$ cat src/ccdrt_pkg.sv
// constants and carrier types for the sensor readout sequencer
`default_nettype none
package ccdrt_pkg;

  // system clock
  localparam int CLK_NS    = 25;

  // shutter, phase-one transfer and row transfer times
  localparam int SHUT_NS   = 1000;
  localparam int SHUT_CYC  = (SHUT_NS + CLK_NS - 1) / CLK_NS;
  localparam int XFER_NS   = 2500;
  localparam int XFER_CYC  = (XFER_NS + CLK_NS - 1) / CLK_NS;
  localparam int ROW_NS    = 1200;
  localparam int ROW_CYC   = (ROW_NS + CLK_NS - 1) / CLK_NS;

  // exit pulse width floor, checked against the pixel pattern
  localparam int EXIT_NS   = 12;
  localparam int EXIT_CYC  = (EXIT_NS + CLK_NS - 1) / CLK_NS;

  // part sense enable window during initialisation
  localparam int SENSE_NS  = 2000;
  localparam int SENSE_CYC = (SENSE_NS + CLK_NS - 1) / CLK_NS;

  // pixel pattern: clocks per pixel and phase positions
  localparam int PIX_CLK   = 4;
  localparam logic [1:0] PH_B_START = 2'h2;
  localparam logic [1:0] PH_EXIT    = 2'h3;
  localparam logic [1:0] PH_LAST    = 2'h3;

  // line geometry in horizontal cycles
  localparam int LINE_CYC  = 3084;
  localparam int DARK_CYC  = 12;
  localparam int ACT_CYC   = 24;
  localparam int ROUTE_DLY = 28;

  // routing threshold
  localparam int THRESH_E  = 150;
  localparam int THRESH_UV = 930;

  // horizontal and switch gates
  typedef struct packed {
    logic ha;
    logic hb;
    logic hsa;
    logic hsb;
    logic last;
    logic fg_exit;
    logic fg_reset;
    logic lg_sw;
    logic mu_sw;
  } ccdrt_hgate_type;

  // shutter and vertical gates
  typedef struct packed {
    logic shutter;
    logic v1_top;
    logic v1_bottom;
    logic row_xfer;
  } ccdrt_vgate_type;

  // sequencer status
  typedef struct packed {
    logic busy;
    logic frame_done;
    logic dark;
    logic active;
  } ccdrt_stat_type;

  typedef enum logic [2:0] {
    ST_INIT, ST_IDLE, ST_SHUT, ST_EXPO, ST_XFER, ST_ROW, ST_LINE
  } ccdrt_state_type;

endpackage
`default_nettype wire

$ cat src/ccdrt_ctrl.sv
// readout sequencer and sample fifo for an interline multiplying sensor
//
// What this block does
// - shutter pulse high at least 1 us
// - horizontal clocks stopped during shutter pulse
// - phase-one high at least 2.5 us
// - row transfer parks phase a high, b low
// - dark after 12, active after 24 more
// - reset pulse covers whole exit pulse
// - exit pulse at least 12 ns
// - exit rises after storage a falls
// - below threshold goes to multiplier
// - routing applied 28 cycles after sensing
// - multiplier route: switch gate follows phase b
// - low-gain route: switch gate follows storage b
// - part sense read once, then disabled
// - no multiplier clocking while shutter high
// - every line exactly 3084 cycles
`timescale 1ns/100ps
`default_nettype none

module ccdrt_fifo #(
  parameter int WIDTH = 16,
  parameter int DEPTH = 8
) (
  // clock and reset
  input  wire logic             clk_in,
  input  wire logic             rst_in,
  // filling side
  input  wire logic [WIDTH-1:0] in_data_in,
  input  wire logic             in_valid_in,
  output var  logic             in_ready_out,
  // draining side
  output var  logic [WIDTH-1:0] out_data_out,
  output var  logic             out_valid_out,
  input  wire logic             out_ready_in
);
  localparam int AW = $clog2(DEPTH);

  if (DEPTH < 2 || (1 << AW) != DEPTH) begin : g_chk
    $error("fifo depth must be a power of two");
  end

  logic [WIDTH-1:0] mem [DEPTH];
  logic [AW-1:0]    wr_ptr_reg;
  logic [AW-1:0]    rd_ptr_reg;
  logic [AW:0]      count_reg;
  logic [AW:0]      count_next;
  logic             push;
  logic             pop;

  // handshakes; ready is registered, so it lags a pop by one cycle
  assign push          = in_valid_in & in_ready_out;
  assign pop           = out_ready_in & out_valid_out;
  assign out_valid_out = (count_reg != '0);
  assign out_data_out  = mem[rd_ptr_reg];
  assign count_next    = count_reg + {{AW{1'b0}}, push}
                       - {{AW{1'b0}}, pop};

  // depth is small, so the words sit in flops rather than a ram;
  // storage has no reset, only pointers, count and ready do
  always_ff @(posedge clk_in) begin
    if (push) begin
      mem[wr_ptr_reg] <= in_data_in;
    end
  end

  // pointers, occupancy and the registered ready
  always_ff @(posedge clk_in or posedge rst_in) begin
    if (rst_in) begin
      wr_ptr_reg   <= '0;
      rd_ptr_reg   <= '0;
      count_reg    <= '0;
      in_ready_out <= 1'b0;
    end else begin
      wr_ptr_reg   <= wr_ptr_reg + AW'(push);
      rd_ptr_reg   <= rd_ptr_reg + AW'(pop);
      count_reg    <= count_next;
      in_ready_out <= (count_next < (AW+1)'(DEPTH));
    end
  end
endmodule // ccdrt_fifo

module ccdrt_ctrl #(
  parameter int          SAMPLE_W      = 16,
  parameter int          FIFO_DEPTH    = 8,
  parameter int          ROWS          = 16,
  parameter int          EXPOSE_CYCLES = 40000,
  parameter logic [15:0] THRESH_CODE   = 16'h03A2
) (
  // clock and reset
  input  wire logic                    CLOCK_IN,
  input  wire logic                    RST_IN,
  // frame request
  input  wire logic                    START_IN,
  // samples from the analog front end
  input  wire logic [SAMPLE_W-1:0]     SAMPLE_IN,
  input  wire logic                    SAMPLE_VALID_IN,
  output var  logic                    SAMPLE_READY_OUT,
  // sensor gates
  output var  ccdrt_pkg::ccdrt_vgate_type VGATE_OUT,
  output var  ccdrt_pkg::ccdrt_hgate_type HGATE_OUT,
  output var  logic                    MULT_CLOCK_EN_OUT,
  output var  logic                    PART_SENSE_EN_OUT,
  // status
  output var  ccdrt_pkg::ccdrt_stat_type STATUS_OUT
);
  // the dwell timer is wide enough for long exposures at this clock;
  // the row counter bounds the frame height accepted below
  localparam int TW = 32;
  localparam int RW = 16;

  if (SAMPLE_W < 16 || ROWS < 1 || ROWS >= 65536 ||
      EXPOSE_CYCLES < 1 || ccdrt_pkg::PIX_CLK != 4 ||
      ccdrt_pkg::EXIT_CYC > 1) begin : g_chk
    $error("unsupported sequencer parameters");
  end

  ccdrt_pkg::ccdrt_state_type state_reg;
  ccdrt_pkg::ccdrt_state_type state_next;
  logic [TW-1:0]         timer_reg;
  logic [TW-1:0]         timer_next;
  logic [RW-1:0]         row_reg;
  logic [RW-1:0]         row_next;
  logic [1:0]            phase_reg;
  logic [11:0]           pix_reg;
  logic [ccdrt_pkg::ROUTE_DLY-1:0] route_reg;
  logic                  timer_done;
  logic                  in_line;
  logic                  pix_end;
  logic                  line_end;
  logic                  route_mult;
  logic                  decide_mult;
  logic [SAMPLE_W-1:0]   smp_data;
  logic                  smp_valid;
  logic                  smp_pop;
  logic                  sense_on;
  ccdrt_pkg::ccdrt_vgate_type vg_next;
  ccdrt_pkg::ccdrt_hgate_type hg_next;
  ccdrt_pkg::ccdrt_stat_type  st_next;

  // sample buffer; draining stalls whenever clocking stops
  ccdrt_fifo #(
    .WIDTH (SAMPLE_W),
    .DEPTH (FIFO_DEPTH)
  ) u_fifo (
    .clk_in        (CLOCK_IN),
    .rst_in        (RST_IN),
    .in_data_in    (SAMPLE_IN),
    .in_valid_in   (SAMPLE_VALID_IN),
    .in_ready_out  (SAMPLE_READY_OUT),
    .out_data_out  (smp_data),
    .out_valid_out (smp_valid),
    .out_ready_in  (smp_pop)
  );

  // pixel and line decode
  assign timer_done = (timer_reg == '0);
  assign in_line    = (state_reg == ccdrt_pkg::ST_LINE);
  assign pix_end    = in_line & (phase_reg == ccdrt_pkg::PH_LAST);
  assign line_end   = pix_end &
                      (pix_reg == 12'(ccdrt_pkg::LINE_CYC - 1));
  assign smp_pop    = pix_end;
  // a missing sample routes low-gain so the multiplier never overfills
  assign decide_mult = smp_valid &
                       (smp_data < SAMPLE_W'(THRESH_CODE));
  assign route_mult = route_reg[ccdrt_pkg::ROUTE_DLY-1];
  assign sense_on   = (state_reg == ccdrt_pkg::ST_INIT);

  // state sequencing and dwell timer; each dwell loads one less than
  // its count because the load edge is already the first cycle of the
  // new state
  always_comb begin
    state_next = state_reg;
    timer_next = timer_done ? '0 : timer_reg - TW'(1);
    row_next   = row_reg;
    unique case (state_reg)
      ccdrt_pkg::ST_INIT: begin
        if (timer_done) begin
          state_next = ccdrt_pkg::ST_IDLE;
        end
      end
      ccdrt_pkg::ST_IDLE: begin
        if (START_IN) begin
          state_next = ccdrt_pkg::ST_SHUT;
          timer_next = TW'(ccdrt_pkg::SHUT_CYC - 1);
        end
      end
      ccdrt_pkg::ST_SHUT: begin
        if (timer_done) begin
          state_next = ccdrt_pkg::ST_EXPO;
          timer_next = TW'(EXPOSE_CYCLES - 1);
        end
      end
      ccdrt_pkg::ST_EXPO: begin
        if (timer_done) begin
          // prior frame left the vertical register empty
          state_next = ccdrt_pkg::ST_XFER;
          timer_next = TW'(ccdrt_pkg::XFER_CYC - 1);
        end
      end
      ccdrt_pkg::ST_XFER: begin
        if (timer_done) begin
          state_next = ccdrt_pkg::ST_ROW;
          timer_next = TW'(ccdrt_pkg::ROW_CYC - 1);
          row_next   = RW'(ROWS - 1);
        end
      end
      ccdrt_pkg::ST_ROW: begin
        if (timer_done) begin
          state_next = ccdrt_pkg::ST_LINE;
        end
      end
      ccdrt_pkg::ST_LINE: begin
        if (line_end) begin
          if (row_reg == '0) begin
            state_next = ccdrt_pkg::ST_IDLE;
          end else begin
            state_next = ccdrt_pkg::ST_ROW;
            timer_next = TW'(ccdrt_pkg::ROW_CYC - 1);
            row_next   = row_reg - RW'(1);
          end
        end
      end
    endcase
  end

  // vertical and shutter gate values; the drivers follow the state one
  // clock late, so the far side only ever sees registered levels
  always_comb begin
    vg_next           = '0;
    vg_next.shutter   = (state_reg == ccdrt_pkg::ST_SHUT);
    vg_next.v1_top    = (state_reg == ccdrt_pkg::ST_XFER);
    vg_next.v1_bottom = (state_reg == ccdrt_pkg::ST_XFER);
    vg_next.row_xfer  = (state_reg == ccdrt_pkg::ST_ROW);
  end

  // horizontal pattern: a high for phases 0-1, b high for 2-3
  // at this clock a pixel takes 100 ns; the exit pulse gets one full
  // clock, well above its floor, and waits a clock after storage a
  // falls so that the falling storage edge has time to settle
  always_comb begin
    hg_next = '0;
    if (in_line) begin
      hg_next.ha       = (phase_reg < ccdrt_pkg::PH_B_START);
      hg_next.hb       = (phase_reg >= ccdrt_pkg::PH_B_START);
      hg_next.hsa      = hg_next.ha;
      hg_next.hsb      = hg_next.hb;
      // last gate falls at the pixel end: packet sensed there
      hg_next.last     = hg_next.hb;
      // exit one clock after storage a falls, reset spans it
      hg_next.fg_exit  = (phase_reg == ccdrt_pkg::PH_EXIT);
      hg_next.fg_reset = hg_next.hb;
      hg_next.mu_sw    = route_mult & hg_next.hb;
      hg_next.lg_sw    = ~route_mult & hg_next.hsb;
    end else begin
      // stopped: a parked high, b low, both switches grounded
      hg_next.ha  = 1'b1;
      hg_next.hsa = 1'b1;
      hg_next.mu_sw = 1'b0;
      hg_next.lg_sw = 1'b0;
    end
  end

  // status flags; dark and active windows count pixels into the line
  always_comb begin
    st_next            = '0;
    st_next.busy       = (state_reg != ccdrt_pkg::ST_IDLE);
    st_next.frame_done = line_end & (row_reg == '0);
    st_next.dark       = in_line &
                         (pix_reg >= 12'(ccdrt_pkg::DARK_CYC)) &
                         (pix_reg < 12'(ccdrt_pkg::DARK_CYC +
                                        ccdrt_pkg::ACT_CYC));
    st_next.active     = in_line &
                         (pix_reg >= 12'(ccdrt_pkg::DARK_CYC +
                                         ccdrt_pkg::ACT_CYC));
  end

  // sequencer registers
  always_ff @(posedge CLOCK_IN or posedge RST_IN) begin
    if (RST_IN) begin
      state_reg <= ccdrt_pkg::ST_INIT;
      timer_reg <= TW'(ccdrt_pkg::SENSE_CYC - 1);
      row_reg   <= '0;
    end else begin
      state_reg <= state_next;
      timer_reg <= timer_next;
      row_reg   <= row_next;
    end
  end

  // pixel phase and line position; both restart at each line, which
  // keeps every line the same length even after an aborted one
  always_ff @(posedge CLOCK_IN or posedge RST_IN) begin
    if (RST_IN) begin
      phase_reg <= '0;
      pix_reg   <= '0;
    end else if (!in_line || line_end) begin
      phase_reg <= '0;
      pix_reg   <= '0;
    end else begin
      phase_reg <= phase_reg + 2'h1;
      pix_reg   <= pix_end ? pix_reg + 12'h001 : pix_reg;
    end
  end

  // routing decisions advance once per horizontal cycle; contents are
  // kept across row transfers, so the last decisions of one line land
  // on the first packets of the next, as the switch delay demands
  always_ff @(posedge CLOCK_IN or posedge RST_IN) begin
    if (RST_IN) begin
      route_reg <= '0;
    end else if (pix_end) begin
      route_reg <= {route_reg[ccdrt_pkg::ROUTE_DLY-2:0],
                    decide_mult};
    end
  end

  // registered outputs; every pin leaves a flip-flop so that gate
  // edges carry no decode glitch into the sensor drivers
  always_ff @(posedge CLOCK_IN or posedge RST_IN) begin
    if (RST_IN) begin
      VGATE_OUT         <= '0;
      HGATE_OUT         <= '0;
      MULT_CLOCK_EN_OUT <= 1'b0;
      PART_SENSE_EN_OUT <= 1'b0;
      STATUS_OUT        <= '0;
    end else begin
      VGATE_OUT         <= vg_next;
      HGATE_OUT         <= hg_next;
      // shutter is never high while the line runs
      MULT_CLOCK_EN_OUT <= in_line;
      PART_SENSE_EN_OUT <= sense_on;
      STATUS_OUT        <= st_next;
    end
  end
endmodule // ccdrt_ctrl
`default_nettype wire

$ cat config.mk
export PLATFORM = sky130hd
export DESIGN_NAME = ccdrt_ctrl
export DESIGN_NICKNAME = d
export VERILOG_FILES = /design/src/ccdrt_pkg.sv /design/src/ccdrt_ctrl.sv
export SDC_FILE = /design/constraint.sdc
export NUM_CORES = 1
export LEC_CHECK = 0
export ABC_AREA = 1
export BUFFER_PORTS_ARGS = -buffer_cell sky130_fd_sc_hd__buf_2
export CORE_MARGIN = 3
export CORE_UTILIZATION = 50
export DETAILED_ROUTE_END_ITERATION = 8
export PLACE_DENSITY = 0.69
export SETUP_SLACK_MARGIN = 0.15
export SYNTH_ARGS = -nofsm -noshare
export SYNTH_HDL_FRONTEND = slang
export SYNTH_SLANG_ARGS = --single-unit
$ cat constraint.sdc
create_clock -name CLOCK_IN -period 4.6 [get_ports CLOCK_IN]
set_clock_uncertainty 0.05 [all_clocks]
set_input_delay 0.92 -clock CLOCK_IN [delete_from_list [all_inputs] [get_ports CLOCK_IN]]
set_output_delay 0.92 -clock CLOCK_IN [all_outputs]
set_load 0.02 [all_outputs]
Yosys cells after proc, flatten, opt, wreduce, memory -nomap -nowiden. Memory sizes are Yosys's and may differ from the RTL's. Cells that the tools add are included.

Memory bits (read-only): 0. Logic and storage cells: 112. Bits of input ports: 20. Memory bits (writable): 128. Register bits: 121. Memories kept: 1. Latch bits: 0.

Shift operators: 0. Eq/ne operators: 17. Mux-type cells: 30. Div/mod/pow operators: 0. Multipliers: 0. Bitwise logic cells: 12. Order comparisons: 7. $add $sub $neg: 8. Reductions and logical operators: 10.

Memories: u_fifo.mem (words 8, width 16, read ports 1, clocked after memory_dff 0, wr ports 1, line ccdrt_ctrl.sv:44) `logic [WIDTH-1:0] mem [DEPTH];`.

Operators with widths (count): two-way mux 32 bit (7); case mux 32 bit (5 select lines) (1); two-way mux 16 bit (3); logical NOT 32 bit (1); case mux 16 bit (2 select lines) (1); subtractor 32 x 1 -> 32 bit (second input constant) (1); two-way mux 12 bit (2); two-way mux 3 bit (8); case mux 3 bit (7 select lines) (1); logical NOT 16 bit (1); less-than comparator 16 x 10 -> 1 bit (second input constant) (1); subtractor 16 x 1 -> 16 bit (second input constant) (1); inequality test 2 bit (second input constant) (7); adder 12 x 1 -> 12 bit (second input constant) (1); equality test 12 bit (second input constant) (1); greater-or-equal comparator 12 x 4 -> 1 bit (second input constant) (1); greater-or-equal comparator 12 x 6 -> 1 bit (second input constant) (1); less-than comparator 12 x 6 -> 1 bit (second input constant) (1); bitwise AND 1 bit (11); equality test 3 bit (second input constant) (3); AND reduction 7 bit (1); adder 3 x 1 -> 3 bit (2); equality test 3 x 2 -> 1 bit (second input constant) (2); adder 4 x 1 -> 4 bit (1); 19 further kinds (24).

Logic depth before layout (Yosys ltp). Gate-level depths: netlist of the first run.

Depth after elaboration: 5. Gate-level depth with buffers: 12. Gate-level depth less buffers: 12.

By module. A second synthesis of the first run with hierarchy kept.

Cells, all modules: 1394. Area total of the unflattened synthesis: 12016.5 µm².

By module, submodules not included: ccdrt_fifo (sequential area each 4119.0 µm², instances 1, cells each 617, area each 6203.4 µm²); ccdrt_ctrl (sequential area each 2683.8 µm², instances 1, cells each 777, area each 5813.1 µm²).

Worst setup path after synthesis of the first run. No wires, ideal clock.

Path kind: input-to-reg. Start: input port SAMPLE_VALID_IN. End: memory u_fifo.mem[0][10] (enable). Data arrival time: 1.942 ns. Setup slack: 2.222 ns. Cell stages on the path: 3. Buffers on the path: 0. Data required time: 4.164 ns. Cell sequence: nand2_1 or2_2 nor2_1.

Longest elaborated chain between the ends: 3.

Ends and longest elaborated chain: from (decl) (line ccdrt_ctrl.sv:98) `input wire logic SAMPLE_VALID_IN,`; bitwise AND 1 bit (line ccdrt_ctrl.sv:53) `assign push = in_valid_in & in_ready_out;`; two-way mux 1 bit (line ccdrt_ctrl.sv:63) `if (push) begin`; two-way mux 1 bit (implied by the code) (line ccdrt_ctrl.sv:64) `mem[wr_ptr_reg] <= in_data_in;`; to (decl) (line ccdrt_ctrl.sv:44).

Every way passes these cells.

Worst setup path after layout of the first run.
Start: register state_reg[1]. End: register u_fifo.count_reg[2].

Longest elaborated chain between the ends: 4.

Ends and longest elaborated chain: from (decl) (line ccdrt_ctrl.sv:119) `ccdrt_pkg::ccdrt_state_type state_reg;`; from (signal assigned) (line ccdrt_ctrl.sv:282) `state_reg <= ccdrt_pkg::ST_INIT;`; from (signal assigned) (line ccdrt_ctrl.sv:286) `state_reg <= state_next;`; equality test 3 bit (line ccdrt_ctrl.sv:159) `assign in_line = (state_reg == ccdrt_pkg::ST_LINE);`; bitwise AND 1 bit (line ccdrt_ctrl.sv:160) `assign pix_end = in_line & (phase_reg == ccdrt_pkg::PH_LAST);`; bitwise AND 1 bit (line ccdrt_ctrl.sv:54) `assign pop = out_ready_in & out_valid_out;`; subtractor 4 x 1 -> 4 bit (line ccdrt_ctrl.sv:58) `- {{AW{1'b0}}, pop};`; net u_fifo.count_next[2] (line ccdrt_ctrl.sv:48) `logic [AW:0] count_next;`; to (signal assigned) (line ccdrt_ctrl.sv:78) `count_reg <= count_next;`; to (decl) (line ccdrt_ctrl.sv:47) `logic [AW:0] count_reg;`.

The timed path passes the listed nets, and every way through them passes these cells. A chain may end at the register's enable or synchronous reset.

==> results of run 1 <==
kinds of logic after synthesis:
| family | after synthesis | share of synthesized area |
|---|---|---|
| adders and majority gates | 16 | 0.0201 |
| and+or+nand+nor | 474 | 0.200 |
| buffers and inverters | 119 | 0.0486 |
| AOI/OAI and AO/OA | 101 | 0.0585 |
| xor gates and xnor gates | 45 | 0.0381 |
| DFF | 238 | 0.634 |
power groups by stage:
stage,Clock (mW),Sequential (mW),Combinational (mW)
6_report,2.27,2.44,0.305
2_1_floorplan,0,2.48,0.200
4_1_cts,2.32,2.44,0.315
3_5_place_dp,0,2.48,0.314
3_3_place_gp,0,2.48,0.302
5_1_grt,2.41,2.45,0.355
routing by layer:
metal,GRT usage,vias to the layer above,part of all wire
met5,0,-,0.00048
li1,-,3383,-
met4,0.0371,2,0.017
met1,0.244,3188,0.46
met3,0.0309,30,0.044
met2,0.287,112,0.48
critical path: stages (launching register included):
cell and delay (ns):
dfrtp_1 0.57, inv_2 0.12, nor2_8 0.27, nand2_4 0.27, a31oi_1 0.42, ha_1 0.31, inv_1 0.06, ha_1 0.15
inv_1 0.05, fa_1 0.38, xnor2_1 0.14
worst max path at each step:
stage                                  start                            end  slack, ns
CTS                 state_reg[1]$_DFFE_PP0P_  u_fifo.count_reg[2]$_DFF_PP0_       1.71
finish              state_reg[1]$_DFFE_PP0P_  u_fifo.count_reg[2]$_DFF_PP0_       1.70
global route        state_reg[1]$_DFFE_PP0P_  u_fifo.count_reg[2]$_DFF_PP0_       1.48
detailed placement  state_reg[1]$_DFFE_PP0P_  u_fifo.count_reg[2]$_DFF_PP0_       1.71
floorplan                             RST_IN         HGATE_OUT[0]$_DFF_PP0_       0.51
global placement    state_reg[1]$_DFFE_PP0P_  u_fifo.count_reg[2]$_DFF_PP0_       1.73
final cells by class:
class	instances	share of cell area
Clock inverter	20	0.0254
Tap cell	265	0.0281
Inverter	97	0.0311
Timing Repair Buffer	50	0.0238
Clock buffer	28	0.0567
Sequential cell	238	0.557
Multi-Input combinational cell	636	0.278
cells in the mapped netlist (all sizes together) (5+ instances only):
| library cell | instances |
|---|---|
| a21oi | 27 |
| buf | 12 |
| clkbuf | 10 |
| dfrtp | 113 |
| dfstp | 5 |
| edfxtp | 120 |
| ha | 15 |
| inv | 95 |
| nand2 | 202 |
| nand3 | 47 |
| nand4 | 18 |
| nor2 | 167 |
| nor3 | 25 |
| o21ai | 60 |
| or2 | 9 |
| xnor2 | 17 |
| xor2 | 28 |
cells in the final DEF, fill, tap and decap left out, drive strengths merged, types with 28 or more instances in the layout:
master	count
nand3	47
nor2	167
buf	50
inv	95
clkbuf	28
dfrtp	113
xor2	28
o21ai	60
edfxtp	120
nand2	202
per-stage QoR:
step / utilization / cells / setup slack [ns]
floorplan: - / 993 / 0.509
global placement: 0.543 / 1286 / 1.73
detailed placement: 0.543 / 1286 / 1.71
CTS: 0.592 / 1334 / 1.71
global route: 0.592 / 1334 / 1.48
finish: 0.592 / 1334 / 1.70
==> summary.md, run 1 <==
| Metric | Value |
|---|---|
| Source-to-sink clock delay at the later pin of the worst-skew pair | `0.53 ns` |
| Post-detailed-placement half-perimeter wirelength | `12400 um` |
| GRT overflow | `0` |
| Routed wire length | `18800 um` |
| Final ANT Viol Nets | `0` |
| Count of cells resized by post-cts repair | `0` |
| Switch Pwr | `1.08 mW` |
| Quantity of hold-fixing buffers added after cts | `0` |
| Max-capacitance violation count | `0` |
| Post-Place Cell Area | `10800 um2` |
| Number of buffers inserted during clock tree synthesis | `26` |
| Chip Height | `150 um` |
| Flops & latches, synth | `238` |
| Endpoint class of the critical path | `flop` |
| Layout fillers | `1657` |
| Launch instance of the worst register-to-register path | `state_reg[1]$_DFFE_PP0P_` |
| Flip-flop count of the largest register, all copies and words added | `120` |
| Number of distinct standard cells referenced by the synthesized netlist | `45` |
| Critical path peak fanout | `34` |
| Fraction of registers with async set/reset | `0.496` |
| Pwr per Cell Area | `425 nW/um2` |
| Number of DRC markers in iteration 0 | `338` |
| Placement Rows | `51` |
| Type of the tightest min-delay check | `in -> async` |
| Data required, critical path | `4.97 ns` |
| Maximum count of clock buffers along a single path | `3` |
| Fraction of layout instances using a drive strength above 1 | `0.136` |
| Footprint of the flip-flops and latches | `6560 um2` |
| Max Freq | `0.345 GHz` |
| Initial antenna violation count | `1` |
| Mapped Cells | `993` |
| Shortest period the worst path allows | `2.90 ns` |
| Setup repair after global routing missed its margin | `no` |
| Part of the Yosys area used for sequential elements | `0.634` |
| Share of Yosys cell area claimed by the top area cell type | `0.348` |
| Via count of the routed design | `6715` |
| Max-slew headroom | `0.475` |
| Arrival time of data at the critical path endpoint | `3.27 ns` |
| Cell type with the largest total area after synthesis | `edfxtp_1` |
| Via count of the first global-routing pass | `6553` |
| Share of power burned in the clock network | `0.453` |
| Synthesis-to-layout area growth | `13.9%` |
| Global-route wire length before repair | `31700 um` |
| Effective utilization at floorplan | `0.520` |
| Count of flip-flops with a built-in enable after synthesis | `120` |
| Share of total power in sequential cells | `0.486` |
| Most frequently used flop master after synthesis | `edfxtp_1` |
| Proportion of power drawn by combinational gates | `0.061` |
| Number of top-level pins | `40` |
| Wire length per cell after detailed routing | `14.1 um` |
| Clk sinks | `238` |
| Number of levels in the clock H-tree | `1` |
| Multi-input gate area in the final layout | `3280 um2` |
| Final setup violating endpoints | `0` |
| CTS root buf | `clkbuf_16` |
| Standby leakage power | `5.09 nW` |
| Die Width | `150 um` |
| Final Max Slew Viols | `0` |
| Synth Warn # | `0` |
| Vias per Instance | `5.03` |
| Layout Cell Area excl Fill | `11800 um2` |
| Synth top area cells | `edfxtp_1 (35%), dfrtp_1 (27%), nand2_1 (7.1%), nor2_1 (5.7%), inv_1 (3.3%)` |
| Register-to-register path setup slack | `1.70 ns` |
| Die outline area | `22500 um2` |
| Design internal power | `3.94 mW` |
| Length of the first detailed-routing pass in iterations | `5` |
| Core Area | `19900 um2` |
| Final hold slack | `0.373 ns` |
| Residual DRC | `0` |
| Critical register-to-register path endpoint | `u_fifo.count_reg[2]$_DFF_PP0_` |
| Transition time at the pin with the least slew margin | `0.786 ns` |
| Diodes inserted | `0` |
| Critical setup path kind | `reg -> reg` |
| GRT Resource Usage Total | `0.174` |
| Number of I/O port buffers | `38` |
| Post-synth design cell area | `10300 um2` |
| Pin count of the biggest net entering global routing | `47` |
| Global placement routability congestion | `0.848` |
| Startpoint type of the worst setup path | `flop` |
| Worst voltage drop across the vdd grid | `0.366 mV` |
| Aggregate negative setup slack | `0 ns` |
| Sw Share | `0.215` |
| TritonCTS clock tree | `done` |
| Final layout net count | `1085` |
| Status | `completed` |
| Count of buffers added by post-CTS timing repair for setup | `0` |
| Logic depth of the worst register-to-register path | `10` |
| Final critical-path share of the clock period | `0.630` |
| Count of final hold-check violations | `0` |
| Tot Pwr | `5.02 mW` |
| Synth Area per Inst | `10.4 um2` |
| Post-Synthesis Net Count | `1029` |
| Clock-pin slew reported for the worst setup and hold paths after clock tree synthesis | `0.06 ns` |
Note: power is estimated with default switching activity, not from simulation.
==> run 2, diff against run 1 <==
- clock period: 4.6 -> 2.7 ns (I/O delays scaled with it)
==> run 2 against run 1 <==
Net effect: global-route usage up 0.12 points; maximum frequency rose by 28%; clock-buffer cell count is 1 higher; core utilization about the same; die area stayed put; highest routed layer unchanged; clock power is 58% higher; first-iteration DRC count is 46% higher; worst setup slack got worse by 1.3 ns; largest cell class unchanged; via count increased by 0.70%; combinational power up 74%; sequential cell count stayed put.
==> summary.md, run 2 (synthesis results as in run 1) <==
| Metric | Value |
|---|---|
| Type of the tightest min-delay check | `in -> async` |
| Effective utilization at floorplan | `0.520` |
| Aggregate negative setup slack | `0 ns` |
| Transition time at the pin with the least slew margin | `0.608 ns` |
| Source-to-sink clock delay at the later pin of the worst-skew pair | `0.54 ns` |
| Tot Pwr | `8.27 mW` |
| Critical register-to-register path endpoint | `u_fifo.count_reg[2]$_DFF_PP0_` |
| Flip-flop count of the largest register, all copies and words added | `120` |
| Pin count of the biggest net entering global routing | `119` |
| Vias per Instance | `5.05` |
| Core Area | `19900 um2` |
| Shortest period the worst path allows | `2.27 ns` |
| Post-detailed-placement half-perimeter wirelength | `12600 um` |
| Standby leakage power | `5.09 nW` |
| Library cell contributing the largest single delay on the critical path | `dfrtp_1` |
| Worst voltage drop across the vdd grid | `0.633 mV` |
| Global placement routability congestion | `0.876` |
| Number of levels in the clock H-tree | `1` |
| Register-to-register path setup slack | `0.43 ns` |
| Critical path launch point | `state_reg[0]$_DFFE_PP0P_` |
| Critical path peak fanout | `5` |
| Arrival time of data at the critical path endpoint | `2.64 ns` |
| Clk sinks | `238` |
| Chip Height | `150 um` |
| Final critical-path share of the clock period | `0.840` |
| CTS root buf | `clkbuf_16` |
| Largest stage delay on the critical path | `0.43 ns` |
| GRT Resource Usage Total | `0.175` |
| Max Freq | `0.441 GHz` |
| Number of DRC markers in iteration 0 | `493` |
| Maximum count of clock buffers along a single path | `3` |
| Via count of the first global-routing pass | `6674` |
| Number of I/O port buffers | `38` |
| Critical setup path kind | `reg -> reg` |
| Setup repair after global routing missed its margin | `no` |
| Synthesis-to-layout area growth | `13.9%` |
| Capturing instance or port of the critical path | `u_fifo.count_reg[2]$_DFF_PP0_` |
| Final Max Slew Viols | `0` |
| Launch instance of the worst register-to-register path | `state_reg[0]$_DFFE_PP0P_` |
| Startpoint type of the worst setup path | `flop` |
| Most common library cell in the layout ignoring fill and taps | `nand2_1` |
| Count of buffers added by post-CTS timing repair for setup | `0` |
| Placement Rows | `51` |
| Initial antenna violation count | `1` |
| Routed wire length | `19000 um` |
| Final ANT Viol Nets | `0` |
| Residual DRC | `0` |
| Max-slew headroom | `0.595` |
| Commonest non-fill, non-tap cells in the layout | `nand2_1 (196), nor2_1 (157), edfxtp_1 (120), dfrtp_1 (113), inv_1 (90)` |
| Final setup violating endpoints | `0` |
| Fraction of layout instances using a drive strength above 1 | `0.140` |
| Critical path cell sequence | `inv_2, nand2_4, nor2_8, nand2_4, a31oi_2, ha_1, inv_1, ha_1, inv_1, fa_1, xnor2_1` |
| Number of top-level pins | `40` |
| Endpoint class of the critical path | `flop` |
| Status | `completed` |
| TritonCTS clock tree | `done` |
| Die outline area | `22500 um2` |
| Max-capacitance violation count | `0` |
| Count of final hold-check violations | `0` |
| Diodes inserted | `0` |
| Wire length per cell after detailed routing | `14.2 um` |
| Logic depth of the worst register-to-register path | `11` |
| Clock-pin slew reported for the worst setup and hold paths after clock tree synthesis | `0.06 ns` |
| Length of the first detailed-routing pass in iterations | `5` |
| Final layout net count | `1091` |
| Via count of the routed design | `6762` |
| Data required, critical path | `3.07 ns` |
| Number of buffers inserted during clock tree synthesis | `26` |
| Pwr per Cell Area | `702 nW/um2` |
| GRT overflow | `0` |
| Die Width | `150 um` |
| Global-route wire length before repair | `32000 um` |
-- run 2: area by class of cell --
cell class,instances,area [um2]
inverter,97,368
tap,265,332
clock inverter,19,224
sequential,238,6560
fill,1682,8130
multi-input combinational,636,3290
timing repair buffer,56,350
clock buffer,29,662
-- run 2: worst min-delay path by stage --
| stage | end | slack [ns] | cells past startpoint | startpoint |
|---|---|---|---|---|
| global placement | HGATE_OUT[1]$_DFF_PP0_ | 0.39 | 1 | route_reg[27]$_DFFE_PP0P_ |
| global route | HGATE_OUT[0]$_DFF_PP0_ | 0.17 | 3 | RST_IN |
| detailed placement | HGATE_OUT[1]$_DFF_PP0_ | 0.40 | 1 | route_reg[27]$_DFFE_PP0P_ |
| finish | HGATE_OUT[0]$_DFF_PP0_ | 0.14 | 3 | RST_IN |
| floorplan | HGATE_OUT[1]$_DFF_PP0_ | 0.38 | 1 | route_reg[27]$_DFFE_PP0P_ |
| CTS | HGATE_OUT[0]$_DFF_PP0_ | 0.15 | 3 | RST_IN |
-- run 2: power by group --
part           switching [mW]  total (mW)  internal, mW  leakage (nW)
registers              0.0792        4.16          4.08          2.66
clock network            1.42        3.58          2.16         0.427
logic                   0.362       0.532         0.170          2.00
-- run 2: timing repair --
item | CTS | global route
endpoints found under the setup margin | 0 | 1
endpoints found under the hold margin | 0 | 0
hold buffers | 0 | 0
gates resized for setup | 0 | 1
-- run 2: routing by layer --
| layer | wire, um | global-route usage | vias up | share of wire |
|---|---|---|---|---|
| met2 | 9030 | 0.290 | 108 | 0.47 |
| met3 | 778 | 0.0318 | 38 | 0.041 |
| met5 | 11 | 0 | - | 0.00058 |
| met1 | 8810 | 0.240 | 3209 | 0.46 |
| li1 | - | - | 3405 | - |
| met4 | 390 | 0.0457 | 2 | 0.021 |
-- run 2: critical path, delay by kind of cell (launching register included) --
kind / cells / cell delay (ns)
xor gates and xnor gates: 1 / 0.14
and+or+nand+nor: 3 / 0.27
AOI/OAI and AO/OA: 1 / 0.22
DFF: 1 / 0.43
buffers and inverters: 3 / 0.26
adders and majority gates: 3 / 0.79
-- run 2: stage by stage --
stage,hold WS (ns),std cells,util,setup slack (ns),cell area (um2)
floorplan,0.377,993,-,0.482,10300
global placement,0.389,1292,0.547,0.340,10900
detailed placement,0.397,1292,0.547,0.313,10900
CTS,0.154,1340,0.592,0.304,11800
global route,0.168,1340,0.592,0.203,11800
finish,0.139,1340,0.592,0.432,11800
